--- src/rtl/ddsf_pkg.sv ---
// package: constants for the dual converter sample feed
package ddsf_pkg;
    localparam int SAMPLE_W = 14;
    localparam int FIFO_DEPTH = 8;
    localparam int FIFO_PTR_W = 3;
    localparam logic [13:0] MID_SCALE = 14'h1fff;
    localparam logic [13:0] CODE_MIN = 14'h0000;
    localparam logic [13:0] CODE_MAX = 14'h3fff;
    localparam int MAX_SAMPLE_CLK_MHZ = 125;
    localparam int CLK_MHZ = 25;
    localparam int PIPE_LATENCY = 3;
    localparam logic [1:0] SRC_OSC = 2'h0;
    localparam logic [1:0] SRC_EXT = 2'h1;
    localparam logic [1:0] SRC_INTERCONNECT = 2'h2;
    localparam logic [1:0] SRC_RESET = 2'h0;
    localparam int SYNC_STAGES = 2;
endpackage

--- src/rtl/ddsf_stream_if.sv ---
// interface: valid/ready stream between feed and buffer
`timescale 1ns/1ps
interface ddsf_stream_if #(parameter int W = 28);
    logic valid;
    logic ready;
    logic [W-1:0] data;
    modport src (output valid, output data, input ready);
    modport dst (input valid, input data, output ready);
endinterface

--- src/rtl/ddsf_fifo.sv ---
// module: small synchronous fifo with valid/ready on both sides
`timescale 1ns/1ps
module ddsf_fifo #(
    parameter int WIDTH = 28,
    parameter int DEPTH = 8,
    parameter int PTR_W = 3
) (
    // clock and reset
    input wire logic clk_i,
    input wire logic resetn_i,
    // streams
    ddsf_stream_if.dst wr,
    ddsf_stream_if.src rd
);
    logic [WIDTH-1:0] mem [DEPTH];
    logic [PTR_W-1:0] wptr, rptr, next_wptr, next_rptr;
    logic [PTR_W:0] count, next_count;
    logic push, pop;

    assign wr.ready = (count != (PTR_W+1)'(DEPTH));
    assign rd.valid = (count != '0);
    assign rd.data = mem[rptr];
    assign push = wr.valid && wr.ready;
    assign pop = rd.valid && rd.ready;

    always_comb begin
        next_wptr = push ? PTR_W'(wptr + 1'b1) : wptr;
        next_rptr = pop ? PTR_W'(rptr + 1'b1) : rptr;
        next_count = count;
        if (push && !pop) begin
            next_count = (PTR_W+1)'(count + 1'b1);
        end else if (pop && !push) begin
            next_count = (PTR_W+1)'(count - 1'b1);
        end
    end

    always_ff @(posedge clk_i or negedge resetn_i) begin
        if (!resetn_i) begin
            wptr <= '0;
            rptr <= '0;
            count <= '0;
        end else begin
            wptr <= next_wptr;
            rptr <= next_rptr;
            count <= next_count;
        end
    end

    // storage has no reset; contents are only read when count says valid
    always_ff @(posedge clk_i) begin
        if (push) begin
            mem[wptr] <= wr.data;
        end
    end
endmodule

--- src/rtl/ddsf_top.sv ---
// module: feeds two 14-bit converter channels from user sample streams
`timescale 1ns/1ps
module ddsf_top (
    // clock and reset
    input wire logic clk_i,
    input wire logic resetn_i,
    // sample clock sources, all from pins
    input wire logic osc_clock_i,
    input wire logic ext_clock_i,
    input wire logic module_interconnect_pins_i,
    input wire logic [1:0] clock_source_i,
    // user samples
    input wire logic sample_valid_a_i,
    input wire logic [13:0] sample_a_i,
    input wire logic sample_valid_b_i,
    input wire logic [13:0] sample_b_i,
    output logic sample_ready_o,
    // converter pins
    output logic [13:0] dac_data_a_o,
    output logic [13:0] dac_data_b_o,
    output logic converter_clock_a_o,
    output logic converter_clock_b_o,
    output logic write_strobe_a_o,
    output logic write_strobe_b_o,
    output logic conversion_trigger_o,
    output logic idle_a_o,
    output logic idle_b_o
);
    localparam int W = ddsf_pkg::SAMPLE_W;

    // two-stage synchronisers for pin clock sources
    logic [2:0] src_meta, src_sync;
    logic src_prev;
    logic sel_level;
    logic next_src_prev;
    logic tick;
    logic [1:0] sel_q;

    always_ff @(posedge clk_i or negedge resetn_i) begin
        if (!resetn_i) begin
            src_meta <= '0;
            src_sync <= '0;
        end else begin
            src_meta <= {module_interconnect_pins_i, ext_clock_i, osc_clock_i};
            src_sync <= src_meta;
        end
    end

    always_ff @(posedge clk_i or negedge resetn_i) begin
        if (!resetn_i) begin
            sel_q <= ddsf_pkg::SRC_RESET;
        end else begin
            sel_q <= clock_source_i;
        end
    end

    // pick the sample clock; rising edge of the chosen source paces samples
    always_comb begin
        case (sel_q)
            ddsf_pkg::SRC_OSC: sel_level = src_sync[0];
            ddsf_pkg::SRC_EXT: sel_level = src_sync[1];
            ddsf_pkg::SRC_INTERCONNECT: sel_level = src_sync[2];
            default: sel_level = src_sync[0];
        endcase
        next_src_prev = sel_level;
    end
    // sampled against a 25 MHz system clock, the forwarded rate is at most 12.5 MHz
    assign tick = sel_level && !src_prev;

    always_ff @(posedge clk_i or negedge resetn_i) begin
        if (!resetn_i) begin
            src_prev <= 1'b0;
        end else begin
            src_prev <= next_src_prev;
        end
    end

    // both channels travel together so they stay sample-aligned
    ddsf_stream_if #(.W(2*W+2)) in_s ();
    ddsf_stream_if #(.W(2*W+2)) out_s ();

    assign in_s.valid = sample_valid_a_i || sample_valid_b_i;
    assign in_s.data = {sample_valid_b_i, sample_valid_a_i, sample_b_i, sample_a_i};
    assign sample_ready_o = in_s.ready;
    assign out_s.ready = tick;

    ddsf_fifo #(
        .WIDTH(2*W+2),
        .DEPTH(ddsf_pkg::FIFO_DEPTH),
        .PTR_W(ddsf_pkg::FIFO_PTR_W)
    ) u_fifo (
        .clk_i(clk_i),
        .resetn_i(resetn_i),
        .wr(in_s),
        .rd(out_s)
    );

    // pad output registers: at most one load per sample clock edge
    logic [13:0] pad_a, pad_b, next_pad_a, next_pad_b;
    logic strobe_a, strobe_b, next_strobe_a, next_strobe_b;
    logic clk_out, next_clk_out;
    logic take;

    assign take = tick && out_s.valid;

    always_comb begin
        next_pad_a = pad_a;
        next_pad_b = pad_b;
        next_strobe_a = 1'b0;
        next_strobe_b = 1'b0;
        next_clk_out = tick;
        if (take && out_s.data[2*W]) begin
            next_pad_a = out_s.data[W-1:0];
            next_strobe_a = 1'b1;
        end
        if (take && out_s.data[2*W+1]) begin
            next_pad_b = out_s.data[2*W-1:W];
            next_strobe_b = 1'b1;
        end
    end

    // reset to mid-scale so the outputs sit at 0 V
    always_ff @(posedge clk_i or negedge resetn_i) begin
        if (!resetn_i) begin
            pad_a <= ddsf_pkg::MID_SCALE;
            pad_b <= ddsf_pkg::MID_SCALE;
            strobe_a <= 1'b0;
            strobe_b <= 1'b0;
            clk_out <= 1'b0;
        end else begin
            pad_a <= next_pad_a;
            pad_b <= next_pad_b;
            strobe_a <= next_strobe_a;
            strobe_b <= next_strobe_b;
            clk_out <= next_clk_out;
        end
    end

    // converter latches at the next edge and converts one later
    assign dac_data_a_o = pad_a;
    assign dac_data_b_o = pad_b;
    assign converter_clock_a_o = clk_out;
    assign converter_clock_b_o = clk_out;
    assign write_strobe_a_o = strobe_a;
    assign write_strobe_b_o = strobe_b;
    assign conversion_trigger_o = clk_out;
    assign idle_a_o = !out_s.valid;
    assign idle_b_o = !out_s.valid;
endmodule

--- config.mk ---
export PLATFORM = sky130hd
export DESIGN_NAME = ddsf_top
export DESIGN_NICKNAME = d
export VERILOG_FILES = /design/src/rtl/ddsf_pkg.sv /design/src/rtl/ddsf_stream_if.sv /design/src/rtl/ddsf_fifo.sv /design/src/rtl/ddsf_top.sv
export SDC_FILE = /design/constraint.sdc
export NUM_CORES = 1
export LEC_CHECK = 0
export BUFFER_PORTS_ARGS = -buffer_cell sky130_fd_sc_hd__buf_2
export CAP_MARGIN = 20
export CORE_ASPECT_RATIO = 1.75
export CORE_MARGIN = 2
export CORE_UTILIZATION = 45
export DETAILED_ROUTE_END_ITERATION = 16
export GPL_ROUTABILITY_DRIVEN = 0
export HOLD_SLACK_MARGIN = 0.03
export PLACE_DENSITY = 0.71
export SLEW_MARGIN = 10
export SYNTH_ARGS = -nofsm -noshare
export SYNTH_HDL_FRONTEND = slang
export SYNTH_SLANG_ARGS = --single-unit
--- constraint.sdc ---
create_clock -name clk_i -period 5.87 [get_ports clk_i]
set_clock_uncertainty 0.05 [all_clocks]
set_input_delay 0.8805 -clock clk_i [delete_from_list [all_inputs] [get_ports clk_i]]
set_output_delay 0.8805 -clock clk_i [all_outputs]
set_load 0.05 [all_outputs]
==> impl_metrics.py, run 1 <==
metrics = {
    "critical_path": {
        "critPathMaxFanout": 6,
        "critPathKind": "reg2reg",
        "timing.rr.start": "sel_q[0]",
        "worstPathRequired_ps": 6270,
        "r2r_cells": 11,
        "start_kind": "flop",
        "worst_setup_path_end_kind": "flop",
        "worst_ep_arrival_time_ps": 3550,
        "rrSetupSlack_ps": 2720,
        "timing.rr.end": "u_fifo.count[3]",
    },
    "route": {
        "dr_wl_met3_um": 723,
        "vias_per_cell": 5.39,
        "dr.max_layer_used": "met5",
        "met2WireLength_mm": 11.4,
        "wl_met1_mm": 7.61,
        "drtIter0Drc": 320,
        "ant_nets": 0,
        "routedWlPerCell_um": 22.4,
        "drc": 0,
        "via_count": 4848,
        "dr.pass1.iters": 4,
        "drt_wl_total_mm": 20.2,
    },
    "cts": {
        "path_clk_slew_ps": 70,
        "clockBufferDepth": 3,
        "root_buffer": "clkbuf_16",
        "cts_tree": "done",
        "cts_setup_buffers": 0,
        "cts_made_buffers": 24,
        "clk_latency_ps": 520,
        "clkSinkCount": 290,
        "htree_levels": 1,
        "cts_hold_buf": 0,
        "postCtsResizedCells": 0,
    },
    "die": {
        "dieArea_um2": 26100,
        "die_h_um": 212,
        "die_w_um": 123,
        "row_count": 76,
        "initial_core_util": 0.455,
        "core_um2": 24400,
        "boundaryPins": 73,
    },
    "grt": {
        "grt_antenna_before_repair": 2,
        "grt_pass1_wl_mm": 30.6,
        "overflow": 0,
        "track_usage": 0.159,
        "grt_start_max_net_pins": 63,
        "grt_pass1_vias": 5293,
    },
    "synthesis": {
        "synth-seq-area-share": 0.763,
        "avgSynthCellArea_um2": 22.8,
        "syn_nets": 533,
        "ys_ff_latch": 290,
        "syn-instance-count": 488,
        "synth_cell_types": 29,
        "ys.warnings.count": 0,
        "syn_area_um2": 11100,
    },
    "sta": {
        "maxSlewViolCount": 0,
        "grt_setup_unrepaired": "false",
        "fmax_ghz": 0.317,
        "hold_viol_final": 0,
        "post-route-period-util": 0.537,
        "setup_viol_count_final": 0,
        "maxSlewHeadroom": 0.272,
        "setup_tns_ps": 0,
        "setup_slack_ps": 2720,
        "min_period_ps": 3150,
        "worst_slew_pin_slew_ps": 1090,
    },
    "power": {
        "total_power_mw": 6.99,
        "power_density_nw_per_um2": 552,
        "peakVddDrop_mv": 0.257,
        "leakagePower_nw": 4.33,
    },
    "place": {
        "placed_cells": 853,
        "hpwl_mm": 11.7,
        "port_buffers": 72,
        "pre_cts_ws_ps": 2490,
        "post_dp_cell_area_um2": 11800,
    },
    "final_layout": {
        "mostFrequentLayoutCells": "edfxtp_1, buf_2, mux4_2",
        "multi_input_area_um2": 2510,
        "final_common_cell": "edfxtp_1",
        "seq_area_um2": 8500,
        "fillers": 1817,
        "drive_gt1_frac": 0.464,
        "fin_area_um2": 12700,
        "nNetsFinal": 613,
        "final_cells": 899,
        "area_growth_pct": 13.7,
    },
    "outcome": {
        "outcome": "finished, final reports clean",
    },
    "hold_path": {
        "min_delay_worst_endpoint": "src_sync[0]",
        "whs_path_depth": 0,
        "hold_path.startpoint": "src_meta[0]",
        "holdCritPathClass": "reg2reg",
    },
    "run": {
        "cap_viol_max_count": 0,
    },
}
## per-layer routing
| layer | GRT usage | up-vias |
|---|---|---|
| met1 | 0.183 | 2573 |
| met5 | 0 | - |
| met4 | 0.0543 | 2 |
| li1 | - | 2137 |
| met2 | 0.296 | 109 |
| met3 | 0.0231 | 27 |
## worst max path at each step
stage	to	start	slack, ps	cells after the start
after floorplan	u_fifo.mem[1][0]	sample_valid_b_i	1880	4
after global placement	u_fifo.mem[0][11]	sample_valid_b_i	2580	6
after detailed placement	u_fifo.mem[0][14]	sample_valid_b_i	2490	6
after CTS	u_fifo.count[3]	sel_q[0]	2720	11
after global routing	u_fifo.count[3]	sel_q[0]	2560	11
final	u_fifo.count[3]	sel_q[0]	2720	11
## final cells by class
type,count,share of cell area
diodes,1,0.000198
clock buffers,34,0.0545
clock inverters,10,0.0109
inverters,4,0.00119
multi-input cells,170,0.198
flip-flops and latches,290,0.671
well taps,312,0.0308
repair buffers,78,0.0330
## cells in the mapped netlist, drive strengths merged
| library cell | n | area (um^2) |
|---|---|---|
| nor2 | 13 | 63.8 |
| xor2 | 2 | 17.5 |
| nand2b | 3 | 18.8 |
| fa | 1 | 20.0 |
| inv | 4 | 15.0 |
| nor3 | 4 | 20.0 |
| mux2 | 59 | 732 |
| o21ai | 1 | 5.00 |
| ha | 7 | 87.6 |
| buf | 17 | 144 |
| a221oi | 1 | 8.76 |
| dfrtp | 24 | 601 |
| xnor2 | 5 | 43.8 |
| edfxtp | 240 | 7210 |
| nor2b | 1 | 6.26 |
| nand2 | 5 | 18.8 |
| dfstp | 26 | 683 |
| mux4 | 60 | 1350 |
| or4 | 1 | 7.51 |
| a21oi | 2 | 10.0 |
| nor4 | 1 | 6.26 |
| mux2i | 3 | 30.0 |
| clkbuf | 7 | 26.3 |
| a21o | 1 | 7.51 |
## kinds of logic (layout without fill, tap and decap cells)
group / count (synthesis) / after routing / share of synthesized area
muxes: 122 / 122 / 0.190
adders and majority gates: 8 / 8 / 0.00967
DFF: 290 / 290 / 0.763
and+or+nand+nor: 28 / 28 / 0.0127
other: 0 / 1 / 0
buffers and inverters: 28 / 126 / 0.0166
xor gates and xnor gates: 7 / 7 / 0.00551
AOI/OAI and AO/OA: 5 / 5 / 0.00281
## power breakdown
| group | internal [mW] | leakage, nW | switching [mW] |
|---|---|---|---|
| clock | 0.958 | 0.403 | 0.677 |
| combinational | 0.982 | 1.18 | 1.27 |
| sequential | 2.84 | 2.75 | 0.261 |
| total | 4.78 | 4.33 | 2.21 |
## worst max-delay path: stages (launching register included)
cell and delay, ps:
dfrtp_1 350, inv_1 50, ha_1 300, nor2b_1 160, or4_1 720, ha_1 310, inv_1 140, ha_1 270
a21o_1 190, a21oi_1 180, mux2i_1 240, xnor2_1 130
## registers in the layout, indices dropped and copies added (netlist names)
signal	cells
sel_q	2
u_fifo.rptr	3
src_prev	1
src_sync	3
u_fifo.wptr	3
write_strobe_a_o	1
u_fifo.count	4
dac_data_b_o	14
u_fifo.mem	240
conversion_trigger_o	1
dac_data_a_o	14
src_meta	3
write_strobe_b_o	1
## stage by stage
step	hold WS, ps	util
after global placement	290	0.483
after detailed placement	293	0.483
after CTS	310	0.517
after floorplan	281	-
final	304	0.518
after global routing	316	0.518
(Power assumes the default switching activity.)
==> run 2: changes to the inputs <==
--- a/config.mk
+++ b/config.mk
@@ -5,6 +5,7 @@
 export SDC_FILE = /design/constraint.sdc
 export NUM_CORES = 1
 export LEC_CHECK = 0
+export ABC_AREA = 1
 export BUFFER_PORTS_ARGS = -buffer_cell sky130_fd_sc_hd__buf_2
 export CAP_MARGIN = 20
 export CORE_ASPECT_RATIO = 1.75
==> constraint.sdc (replaced) <==
create_clock -name clk_i -period 3.1 [get_ports clk_i]
set_clock_uncertainty 0.05 [all_clocks]
set_input_delay 0.465 -clock clk_i [delete_from_list [all_inputs] [get_ports clk_i]]
set_output_delay 0.465 -clock clk_i [all_outputs]
set_load 0.05 [all_outputs]
==> run 2 against run 1 <==
Against the previous run:
- worst setup slack got worse by 2100 ps
- power increased by 100%
- clock-buffer cell count increased by 3
- cell count increased by 90%
- sequential cell count unchanged
- combinational power increased by 130%
- critical path type unchanged
- critical endpoint unchanged
- largest cell class unchanged
==> impl_metrics.py, run 2 <==
metrics = {
    "die": {
        "initial_core_util": 0.454,
        "boundaryPins": 73,
        "row_count": 81,
        "die_w_um": 131,
        "core_um2": 27800,
        "die_h_um": 225,
        "dieArea_um2": 29400,
    },
    "grt": {
        "grt_util_met2": 0.349,
        "grt_start_max_net_pins": 58,
        "grt_pass1_wl_mm": 42.4,
        "global_route.usage.met3": 0.0237,
        "overflow": 0,
        "use_met1": 0.220,
        "gr-max-usage-layer": "met2",
        "grt_antenna_before_repair": 1,
        "grt_pass1_vias": 8062,
        "track_usage": 0.189,
    },
    "route": {
        "via_count": 8176,
        "drc": 0,
        "vias_per_cell": 4.79,
        "dr.pass1.iters": 5,
        "routedWlPerCell_um": 15.8,
        "drt_wl_total_mm": 26.9,
        "drtIter0Drc": 580,
        "ant_nets": 0,
    },
    "cts": {
        "cts_tree": "done",
        "clk_latency_ps": 540,
        "clkSinkCount": 290,
        "cts_setup_buffers": 0,
        "cts_made_buffers": 25,
        "clockBufferDepth": 3,
        "root_buffer": "clkbuf_16",
        "htree_levels": 1,
        "path_clk_slew_ps": 70,
    },
    "critical_path": {
        "r2r_cells": 14,
        "startpoint": "sel_q[1]",
        "worst_setup_path_end_kind": "flop",
        "worstPathRequired_ps": 3480,
        "rrSetupSlack_ps": 590,
        "start_kind": "flop",
        "critPathMaxFanout": 3,
        "timing.rr.end": "u_fifo.count[3]",
        "critPathKind": "reg2reg",
        "timing.rr.start": "sel_q[1]",
        "worst_ep_arrival_time_ps": 2880,
    },
    "synthesis": {
        "syn_nets": 1286,
        "synth_cell_types": 26,
        "ys_ff_latch": 290,
        "ys.flop_type": "edfxtp_1",
        "synthSimpleGateAreaFrac": 0.209,
        "avgSynthCellArea_um2": 10.2,
        "async_flop_share": 0.172,
        "synth_adder_area_share": 0.00853,
        "synth-seq-area-share": 0.673,
        "synthMuxAreaShare": 0,
        "synth-xor-area-share": 0.00347,
        "syn-instance-count": 1241,
        "synth.most_common_cell": "nand2_1",
        "yosysTopAreaCell": "edfxtp_1",
        "synth_edf_count": 240,
        "ys.warnings.count": 0,
        "synth_top_cell_area_share": 0.571,
        "synth_top_cells_by_count": "nand2_1, edfxtp_1, inv_1, nand3_1, dfstp_2",
        "synth_top_family_by_area": "simple AND/OR/NAND/NOR gates",
        "syn_area_um2": 12600,
        "synth-compound-area-share": 0.00238,
        "yosys-top-cells-area": "edfxtp_1, nand2_1, inv_1",
    },
    "final_layout": {
        "nNetsFinal": 1358,
        "mostFrequentLayoutCells": "nand2_1, inv_1, edfxtp_1",
        "final_common_cell": "nand2_1",
        "fillers": 2423,
        "largest-register": "u_fifo.mem",
        "final_util": 0.514,
        "drive_gt1_frac": 0.144,
        "largest_reg_flops": 240,
        "area_growth_pct": 13.2,
    },
    "place": {
        "port_buffers": 72,
        "hpwl_mm": 15.4,
        "pre_cts_ws_ps": 579,
    },
    "run": {
        "cap_viol_max_count": 0,
    },
    "sta": {
        "setup_viol_count_final": 0,
        "post-route-period-util": 0.808,
        "maxSlewHeadroom": 0.516,
        "min_period_ps": 2510,
        "setup_slack_ps": 595,
        "worst_slew_pin_slew_ps": 726,
        "fmax_ghz": 0.399,
        "grt_setup_unrepaired": "false",
        "maxSlewViolCount": 0,
        "hold_viol_final": 0,
    },
    "power": {
        "peakVddDrop_mv": 0.420,
        "power_density_nw_per_um2": 991,
        "leakagePower_nw": 6.61,
        "total_power_mw": 14.1,
    },
    "hold_path": {
        "holdCritPathClass": "in2reg",
        "hold_path.startpoint": "sample_b_i[2]",
        "min_delay_worst_endpoint": "u_fifo.mem[3][16]",
        "whs_path_depth": 1,
    },
    "outcome": {
        "outcome": "finished, final reports clean",
    },
}
run 2: area by class of cell:
cell class / count / area (um^2) / share of cell area
tap: 373 / 467 / 0.0327
clock inverter: 9 / 113 / 0.00789
timing repair buffer: 100 / 636 / 0.0445
clock buffer: 37 / 773 / 0.0542
antenna: 1 / 2.50 / 0.000175
sequential: 290 / 8500 / 0.595
multi-input combinational: 654 / 2880 / 0.202
inverter: 242 / 910 / 0.0637
run 2: kinds of logic (layout without fill, tap and decap cells):
family,count (synthesis),count (layout)
simple gates,635,635
buf+inv,297,388
flops,290,290
fa+ha+maj,8,8
compound gates,6,6
xor+xnor,5,5
other cells,0,1
run 2: worst max-delay path, cell delays in order, from the launching register on:
cell,delay (ps)
dfrtp_1,380
ha_1,270
inv_1,40
or2_2,280
nand3_1,150
nor2_4,40
inv_1,60
ha_1,170
inv_1,90
ha_1,320
a21oi_1,130
nand2_1,70
and2_1,130
o21ai_0,140
nand2_1,70
run 2: where the power goes:
part / switching (mW) / internal [mW] / leakage, nW / total, mW
Clock: 1.38 / 1.91 / 0.434 / 3.29
Combinational: 3.76 / 1.39 / 3.43 / 5.15
Sequential: 0.387 / 5.32 / 2.75 / 5.71
run 2: layer usage:
| layer | routed length, um | part of all wire |
|---|---|---|
| met2 | 14400 | 0.54 |
| met3 | 1090 | 0.040 |
| met1 | 10600 | 0.39 |
| met4 | 807 | 0.030 |
| met5 | 0 | 0 |
run 2: through the flow:
step | instance area, um^2 | std cells | TNS, ps | hold WS [ps]
CTS | 14300 | 1705 | 0 | 117
detailed placement | 13300 | 1653 | 0 | 286
finish | 14300 | 1706 | 0 | 146
global placement | 13300 | 1653 | 0 | 289
global route | 14300 | 1705 | 0 | 138
floorplan | 12600 | 1241 | -21990 | 119
run 2: worst max path at each step:
stage / endpoint
6_report: u_fifo.count[3]
5_1_grt: u_fifo.count[3]
4_1_cts: u_fifo.count[3]
3_5_place_dp: u_fifo.count[3]
3_3_place_gp: u_fifo.count[3]
2_1_floorplan: u_fifo.mem[0][0]
run 2: what timing repair did:
action / in CTS / in global routing
resized for setup: 0 / 0
hold buffers: 6 / 0
hold endpoints to repair: 20 / 0
